### src/design/ssr_consts.svh
`ifndef SSR_CONSTS_SVH
`define SSR_CONSTS_SVH

// internal time base and timeouts
`define SSR_CLK_HZ          250000000
`define SSR_TOUT_SHORT_MS   15
`define SSR_TOUT_LONG_MS    200
`define SSR_TOUT_SHORT_CYC  (`SSR_CLK_HZ / 1000 * `SSR_TOUT_SHORT_MS)
`define SSR_TOUT_LONG_CYC   (`SSR_CLK_HZ / 1000 * `SSR_TOUT_LONG_MS)
// glitch filter: undervoltage must persist this long, stays under 1 ms
`define SSR_FILT_US         500
`define SSR_FILT_CYC        (`SSR_CLK_HZ / 1000000 * `SSR_FILT_US)
`define SSR_CNT_W           26
`define SSR_FILT_W          18
// output style codes
`define SSR_STYLE_OPEN_DRAIN 1'b0
`define SSR_STYLE_PUSH_PULL  1'b1
// synchroniser reset image: both below flags high, all else low
`define SSR_SYNC_RST         6'h14
// status pins reset driven low
`define SSR_PIN_RST          3'h0

`endif

### src/design/ssr_pkg.sv
`default_nettype none
package ssr_pkg;
    typedef enum logic [1:0] {
        SSR_ST_HOLD = 2'b00,
        SSR_ST_TIME = 2'b01,
        SSR_ST_RUN  = 2'b10
    } ssr_state_t;

    // one status output pin: level, drive and enable (enable low drives)
    typedef struct packed {
        logic lvl;
        logic drv;
        logic oe_n;
    } ssr_pin_t;

    // synchronised comparator and control levels
    typedef struct packed {
        logic rst_above_hyst;
        logic rst_below;
        logic pf_above_hyst;
        logic pf_below;
        logic man_rst_n;
        logic tsel;
    } ssr_in_t;
endpackage
`default_nettype wire

### src/design/ssr_top.sv
// Overview of operation
// - manual reset low forces system reset low regardless of voltages
// - after manual reset rises, reset stays low for one full timeout
// - timeout select low gives 15 ms, high gives 200 ms
// - power-fail warning goes low when power-fail sense falls below threshold
// - power-fail warning releases above threshold plus hysteresis, no timeout
// - system reset goes low when reset sense falls below threshold
// - reset timer starts above threshold plus hysteresis; release after expiry
// - both outputs are low from power-up reset
// - outputs built open-drain or push-pull, chosen by parameter
// - below-threshold results filtered so short dips do not pull outputs low; release is not filtered
// - qualified undervoltage reaches its output within about one millisecond
`timescale 1ns/1ps
`default_nettype none
`include "ssr_consts.svh"
module ssr_top #(
    parameter bit          OUT_STYLE = `SSR_STYLE_OPEN_DRAIN,
    parameter int          CLK_HZ    = `SSR_CLK_HZ,
    parameter int          SHORT_CYC = CLK_HZ / 1000 * `SSR_TOUT_SHORT_MS,
    parameter int          LONG_CYC  = CLK_HZ / 1000 * `SSR_TOUT_LONG_MS,
    parameter int          FILT_CYC  = CLK_HZ / 1000000 * `SSR_FILT_US
) (
    input  wire logic clk,
    input  wire logic arst_n,
    input  wire logic manual_reset_in_n,
    input  wire logic timeout_select,
    input  wire logic reset_threshold_below,
    input  wire logic reset_threshold_above_hyst,
    input  wire logic power_fail_below,
    input  wire logic power_fail_above_hyst,
    output logic      sys_reset_n,
    output logic      sys_reset_drv,
    output logic      sys_reset_oe_n,
    output logic      power_fail_warn_n,
    output logic      power_fail_warn_drv,
    output logic      power_fail_warn_oe_n
);
    localparam int CW = `SSR_CNT_W;

    ssr_pkg::ssr_in_t    in_s;
    logic [5:0]          raw;
    logic [5:0]          synced;
    logic                pf_low;
    logic                rst_low;
    ssr_pkg::ssr_state_t st_ff;
    ssr_pkg::ssr_state_t nxt_st;
    logic [CW-1:0]       cnt_ff;
    logic [CW-1:0]       nxt_cnt;
    logic [CW-1:0]       term_ff;
    logic [CW-1:0]       nxt_term;
    ssr_pkg::ssr_pin_t   rst_pin_ff;
    ssr_pkg::ssr_pin_t   pf_pin_ff;
    ssr_pkg::ssr_pin_t   nxt_rst_pin;
    ssr_pkg::ssr_pin_t   nxt_pf_pin;
    logic                abort;

    assign raw = {reset_threshold_above_hyst, reset_threshold_below,
                  power_fail_above_hyst, power_fail_below,
                  manual_reset_in_n, timeout_select};

    // below flags reset high so a reset start looks like undervoltage
    ssr_sync #(
        .W (6)
    ) u_sync (
        .clk     (clk),
        .arst_n  (arst_n),
        .d       (raw),
        .rst_val (`SSR_SYNC_RST),
        .q       (synced)
    );
    assign in_s = synced;

    ssr_filter #(
        .FILT_CYC (FILT_CYC),
        .W        (`SSR_FILT_W)
    ) u_pf_filt (
        .clk        (clk),
        .arst_n     (arst_n),
        .below      (in_s.pf_below),
        .above_hyst (in_s.pf_above_hyst),
        .low_ff     (pf_low)
    );

    ssr_filter #(
        .FILT_CYC (FILT_CYC),
        .W        (`SSR_FILT_W)
    ) u_rst_filt (
        .clk        (clk),
        .arst_n     (arst_n),
        .below      (in_s.rst_below),
        .above_hyst (in_s.rst_above_hyst),
        .low_ff     (rst_low)
    );

    assign abort = rst_low || !in_s.man_rst_n;

    // timeout length latched when the timer starts, so a moving strap is harmless
    always_comb begin
        nxt_st   = st_ff;
        nxt_cnt  = cnt_ff;
        nxt_term = term_ff;
        case (st_ff)
            ssr_pkg::SSR_ST_HOLD: begin
                nxt_cnt = '0;
                if (!abort) begin
                    nxt_st   = ssr_pkg::SSR_ST_TIME;
                    nxt_term = in_s.tsel ? CW'(LONG_CYC - 1) : CW'(SHORT_CYC - 1);
                end
            end
            ssr_pkg::SSR_ST_TIME: begin
                if (abort) begin
                    nxt_st  = ssr_pkg::SSR_ST_HOLD;
                    nxt_cnt = '0;
                end else if (cnt_ff >= term_ff) begin
                    nxt_st  = ssr_pkg::SSR_ST_RUN;
                    nxt_cnt = '0;
                end else begin
                    nxt_cnt = cnt_ff + CW'(1);
                end
            end
            ssr_pkg::SSR_ST_RUN: begin
                nxt_cnt = '0;
                if (abort) begin
                    nxt_st = ssr_pkg::SSR_ST_HOLD;
                end
            end
            default: begin
                nxt_st  = ssr_pkg::SSR_ST_HOLD;
                nxt_cnt = '0;
            end
        endcase
    end

    always_comb begin
        nxt_rst_pin.lvl  = (nxt_st == ssr_pkg::SSR_ST_RUN);
        nxt_pf_pin.lvl   = !pf_low;
        // open-drain releases the pin when high; push-pull always drives
        nxt_rst_pin.drv  = nxt_rst_pin.lvl;
        nxt_pf_pin.drv   = nxt_pf_pin.lvl;
        nxt_rst_pin.oe_n = (OUT_STYLE == `SSR_STYLE_OPEN_DRAIN) && nxt_rst_pin.lvl;
        nxt_pf_pin.oe_n  = (OUT_STYLE == `SSR_STYLE_OPEN_DRAIN) && nxt_pf_pin.lvl;
    end

    always_ff @(posedge clk or negedge arst_n) begin
        if (!arst_n) begin
            st_ff   <= ssr_pkg::SSR_ST_HOLD;
            cnt_ff  <= '0;
            term_ff <= '0;
        end else begin
            st_ff   <= nxt_st;
            cnt_ff  <= nxt_cnt;
            term_ff <= nxt_term;
        end
    end

    // pins come up driven low before any supply check has run
    always_ff @(posedge clk or negedge arst_n) begin
        if (!arst_n) begin
            rst_pin_ff <= `SSR_PIN_RST;
            pf_pin_ff  <= `SSR_PIN_RST;
        end else begin
            rst_pin_ff <= nxt_rst_pin;
            pf_pin_ff  <= nxt_pf_pin;
        end
    end

    assign sys_reset_n          = rst_pin_ff.lvl;
    assign sys_reset_drv        = rst_pin_ff.drv;
    assign sys_reset_oe_n       = rst_pin_ff.oe_n;
    assign power_fail_warn_n    = pf_pin_ff.lvl;
    assign power_fail_warn_drv  = pf_pin_ff.drv;
    assign power_fail_warn_oe_n = pf_pin_ff.oe_n;
endmodule
`default_nettype wire

### src/design/ssr_sync.sv
`timescale 1ns/1ps
`default_nettype none
module ssr_sync #(
    parameter int W = 1
) (
    input  wire logic         clk,
    input  wire logic         arst_n,
    input  wire logic [W-1:0] d,
    input  wire logic [W-1:0] rst_val,
    output logic      [W-1:0] q
);
    logic [W-1:0] meta_ff;
    logic [W-1:0] q_ff;
    logic [W-1:0] nxt_meta;
    logic [W-1:0] nxt_q;

    // flops hold the input flipped by rst_val, so a zero reset reads back as rst_val
    always_comb begin
        nxt_meta = d ^ rst_val;
        nxt_q    = meta_ff;
    end

    // reset value is a constant: rst_val is tied to literals at the instance
    always_ff @(posedge clk or negedge arst_n) begin
        if (!arst_n) begin
            meta_ff <= '0;
            q_ff    <= '0;
        end else begin
            meta_ff <= nxt_meta;
            q_ff    <= nxt_q;
        end
    end

    assign q = q_ff ^ rst_val;
endmodule
`default_nettype wire

### src/design/ssr_filter.sv
`timescale 1ns/1ps
`default_nettype none
`include "ssr_consts.svh"
// qualifies an undervoltage only after it persists; clears on rising hysteresis
module ssr_filter #(
    parameter int FILT_CYC = `SSR_FILT_CYC,
    parameter int W        = `SSR_FILT_W
) (
    input  wire logic clk,
    input  wire logic arst_n,
    input  wire logic below,
    input  wire logic above_hyst,
    output logic      low_ff
);
    logic [W-1:0] cnt_ff;
    logic [W-1:0] nxt_cnt;
    logic         nxt_low;

    always_comb begin
        nxt_cnt = cnt_ff;
        nxt_low = low_ff;
        if (low_ff) begin
            nxt_cnt = '0;
            if (above_hyst && !below) begin
                nxt_low = 1'b0;
            end
        end else if (below) begin
            if (cnt_ff >= W'(FILT_CYC - 1)) begin
                nxt_low = 1'b1;
                nxt_cnt = '0;
            end else begin
                nxt_cnt = cnt_ff + W'(1);
            end
        end else begin
            // any recovery restarts the qualification, rejecting short dips
            nxt_cnt = '0;
        end
    end

    always_ff @(posedge clk or negedge arst_n) begin
        if (!arst_n) begin
            cnt_ff <= '0;
            low_ff <= 1'b1;
        end else begin
            cnt_ff <= nxt_cnt;
            low_ff <= nxt_low;
        end
    end
endmodule
`default_nettype wire

### config.mk
export PLATFORM = sky130hd
export DESIGN_NAME = ssr_top
export DESIGN_NICKNAME = d
export VERILOG_FILES = /design/src/design/ssr_pkg.sv /design/src/design/ssr_top.sv /design/src/design/ssr_sync.sv /design/src/design/ssr_filter.sv
export VERILOG_INCLUDE_DIRS = /design/src /design/src/design
export SDC_FILE = /design/constraint.sdc
export NUM_CORES = 1
export LEC_CHECK = 0
export BUFFER_PORTS_ARGS = -buffer_cell sky130_fd_sc_hd__buf_4
export CORE_MARGIN = 10
export CORE_UTILIZATION = 47
export CTS_CLUSTER_DIAMETER = 150
export CTS_CLUSTER_SIZE = 25
export DETAILED_ROUTE_END_ITERATION = 8
export REMOVE_ABC_BUFFERS = 1
export SETUP_SLACK_MARGIN = 0.05
export SLEW_MARGIN = 20
export SYNTH_ARGS = -nofsm -noshare
export SYNTH_HDL_FRONTEND = slang
export SYNTH_SLANG_ARGS = --single-unit
### constraint.sdc
create_clock -name clk -period 4.1 [get_ports clk]
set_input_delay 0.41 -clock clk [delete_from_list [all_inputs] [get_ports clk]]
set_output_delay 0.41 -clock clk [all_outputs]
set_load 0.005 [all_outputs]
==> impl_metrics.env <==
export IMPL_status="complete, no violations"
export IMPL_area_delta_synth_final_pct=10.0
export IMPL_cts_tree="built"
export IMPL_synth_edff_count=0
export IMPL_synth_most_common_cell="dfrtp_1"
export IMPL_min_period_over_period=0.637
export IMPL_clk_path_buf_depth=2
export IMPL_r2r_setup_slack_ns=1.49
export IMPL_stdcell_area_um2=4500
export IMPL_antenna_found_initial=0
export IMPL_crit_top_cell="nand3_1"
export IMPL_synth_warning_count=0
export IMPL_arrival_ns=2.88
export IMPL_fmax_ghz=0.383
export IMPL_rsz0062_at_grt="false"
export IMPL_dp_slack_ns=1.49
export IMPL_port_buffers=13
export IMPL_crit_path_start_kind="flip-flop"
export IMPL_slew_viol_final=0
export IMPL_drive_gt1_frac=0.0918
export IMPL_worst_pin_slew_ns=0.905
export IMPL_cp_required_ns=4.37
export IMPL_synth_ff_latch_count=83
export IMPL_overflow=0
export IMPL_die_w_um=113
export IMPL_grt_pass1_vias=2905
export IMPL_synth_cell_type_count=42
export IMPL_cts_root_buffer="clkbuf_8"
export IMPL_drc_errors=0
export IMPL_drt_wirelength_per_cell_um=13.8
export IMPL_yosys_area_top_type="dfrtp_1"
export IMPL_crit_fanout=14
export IMPL_cts_repair_resized=0
export IMPL_ys_seq_area_frac=0.508
export IMPL_vdd_ir_drop_max_mv=0.215
export IMPL_r2r_end="cnt_ff[17]$_DFF_PN0_"
export IMPL_slew_limit_headroom=0.391
export IMPL_clkSinkCount=83
export IMPL_synth_flop_cell="dfrtp_1"
export IMPL_synth_area_top_cells="dfrtp_1 (50%), ha_1 (7.0%), xor2_1 (6.6%), nor2_1 (4.8%), xnor2_1 (4.5%)"
export IMPL_via_count=2863
export IMPL_r2r_start="term_ff[21]$_DFFE_PN0P_"
export IMPL_cap_violations=0
export IMPL_fin_nets=451
export IMPL_power_mw=1.58
export IMPL_setup_viol=0
export IMPL_worst_path_largest_cell_delay_ns=0.45
export IMPL_hp_class="input pin to async pin"
export IMPL_hold_buffers=0
export IMPL_period_needed_ns=2.61
export IMPL_place_congestion=0.824
export IMPL_setup_slack_ns=1.49
export IMPL_place_area_um2=4280
export IMPL_drtIter0Drc=99
export IMPL_wl_um=7290
export IMPL_netlist_instances=403
export IMPL_avgViaCountPerCell=5.40
export IMPL_critical_path_class="flip-flop to flip-flop"
export IMPL_cts_made_buffers=9
export IMPL_ios=14
export IMPL_rows=33
export IMPL_avgSynthCellArea_um2=10.2
export IMPL_stdcell_count=530
export IMPL_postSynth_asyncResetShare=1.00
export IMPL_postCtsSetupBuffers=0
export IMPL_placed_cells=514
export IMPL_clock_skew_ns=0.0108
export IMPL_die_y_um=113
export IMPL_start_util=0.491
export IMPL_h_tree_depth=3
export IMPL_num_antenna_cells=0
export IMPL_crit_slowest_cell="nand3_1"
export IMPL_clk_latency_ns=0.35
export IMPL_p_leak_nw=1.95
export IMPL_clkSlewWorstSetupHoldPaths_ns=0.09
export IMPL_crit_chain="inv_1, ha_1, a21oi_1, nand3_1, a31oi_1, nand3_1, buf_4, nor3_1"
export IMPL_hpwl_um=5200
export IMPL_grt_max_degree=62
export IMPL_tns_ns=0
export IMPL_dieArea_um2=12800
export IMPL_ff2ff_path_depth=8
export IMPL_cp_end_kind="flip-flop"
export IMPL_ant_nets=0
export IMPL_p_per_area_nw_per_um2=350
export IMPL_core_area_um2=8340
export IMPL_hold_violations=0
export IMPL_synth_area_um2=4090
export IMPL_synth_top_area_share=0.495
export IMPL_grt_usage=0.121
export IMPL_synthTopCellsByCount="dfrtp_1 (81), nor2_1 (52), xor2_1 (31)"
export IMPL_grt_pass1_wl_um=13200
export IMPL_firstDrtPassIters=4
cells by family after synthesis:
kind of cell,share of synthesized area
DFF,0.508
other,0.000916
xor gates and xnor gates,0.111
buffers and inverters,0.0376
AOI/OAI and AO/OA,0.0599
adders and majority gates,0.0703
and+or+nand+nor,0.212
state kept, by name, indices dropped and copies added, names as in the netlist, 2 cells and up:
signal             flops
u_rst_filt.cnt_ff     18
u_pf_filt.cnt_ff      18
u_sync.q_ff            6
st_ff                  2
term_ff                3
cnt_ff                26
u_sync.meta_ff         6
worst max-delay path, delay by kind of cell, from the launching register on:
family                     cells  cell delay (ns)
and+or+nand+nor                3             0.75
AOI/OAI and AO/OA              2             0.39
buffers and inverters          2             0.65
DFF                            1             0.39
adders and majority gates      1             0.34
per-stage QoR:
| step | hold slack (ns) | utilization |
|---|---|---|
| after floorplan | 0.114 | - |
| after global placement | 0.332 | 0.513 |
| after detailed placement | 0.336 | 0.513 |
| after CTS | 0.137 | 0.540 |
| after global routing | 0.147 | 0.540 |
| final | 0.109 | 0.540 |
per-layer routing:
metal	part of all wire	vias up	global-route usage
li1	-	1438	-
met1	0.49	1378	0.156
met2	0.46	37	0.190
met3	0.033	10	0.0306
met4	0.011	0	0.0491
met5	0	-	0
cell type report:
type,count,area [um2]
Clock buffer,9,124
Clock inverter,7,98.8
Fill cell,749,3840
Inverter,20,75.1
Multi-Input combinational cell,289,1870
Sequential cell,83,2080
Tap cell,105,131
Timing Repair Buffer,17,128
cells in the final DEF (no fill, tap or decap), drive strengths merged, types with 2 or more instances in the layout:
cell and instances:
nand4b 2, nand4 18, bufinv 2, o21ai 8, buf 17, dfstp 2, or2 3, a31oi 3
xnor2 21, nand2 19, a211oi 2, a21o 2, nor4 4, dfrtp 81, a211o 2, clkinv 2
inv 22, ha 23, o211ai 2, nand3 26, nand3b 3, and3 7, nor3 31, and4 5
xor2 31, clkbuf 9, conb 2, nor2 52, o21a 4, a21oi 10
worst max path at each step:
stage / from / end / slack, ns
2_1_floorplan: term_ff[21]$_DFFE_PN0P_ / cnt_ff[10]$_DFF_PN0_ / 1.61
6_report: term_ff[21]$_DFFE_PN0P_ / cnt_ff[17]$_DFF_PN0_ / 1.49
5_1_grt: term_ff[21]$_DFFE_PN0P_ / cnt_ff[17]$_DFF_PN0_ / 1.16
3_5_place_dp: term_ff[21]$_DFFE_PN0P_ / cnt_ff[16]$_DFF_PN0_ / 1.49
3_3_place_gp: term_ff[23]$_DFFE_PN0P_ / cnt_ff[1]$_DFF_PN0_ / 1.64
4_1_cts: term_ff[21]$_DFFE_PN0P_ / cnt_ff[17]$_DFF_PN0_ / 1.46
power by group:
group / switching (mW) / total [mW] / internal, mW
clock network: 0.302 / 0.649 / 0.347
registers: 0.00782 / 0.844 / 0.836
logic: 0.0549 / 0.0829 / 0.0280
(Power assumes the default switching activity.)
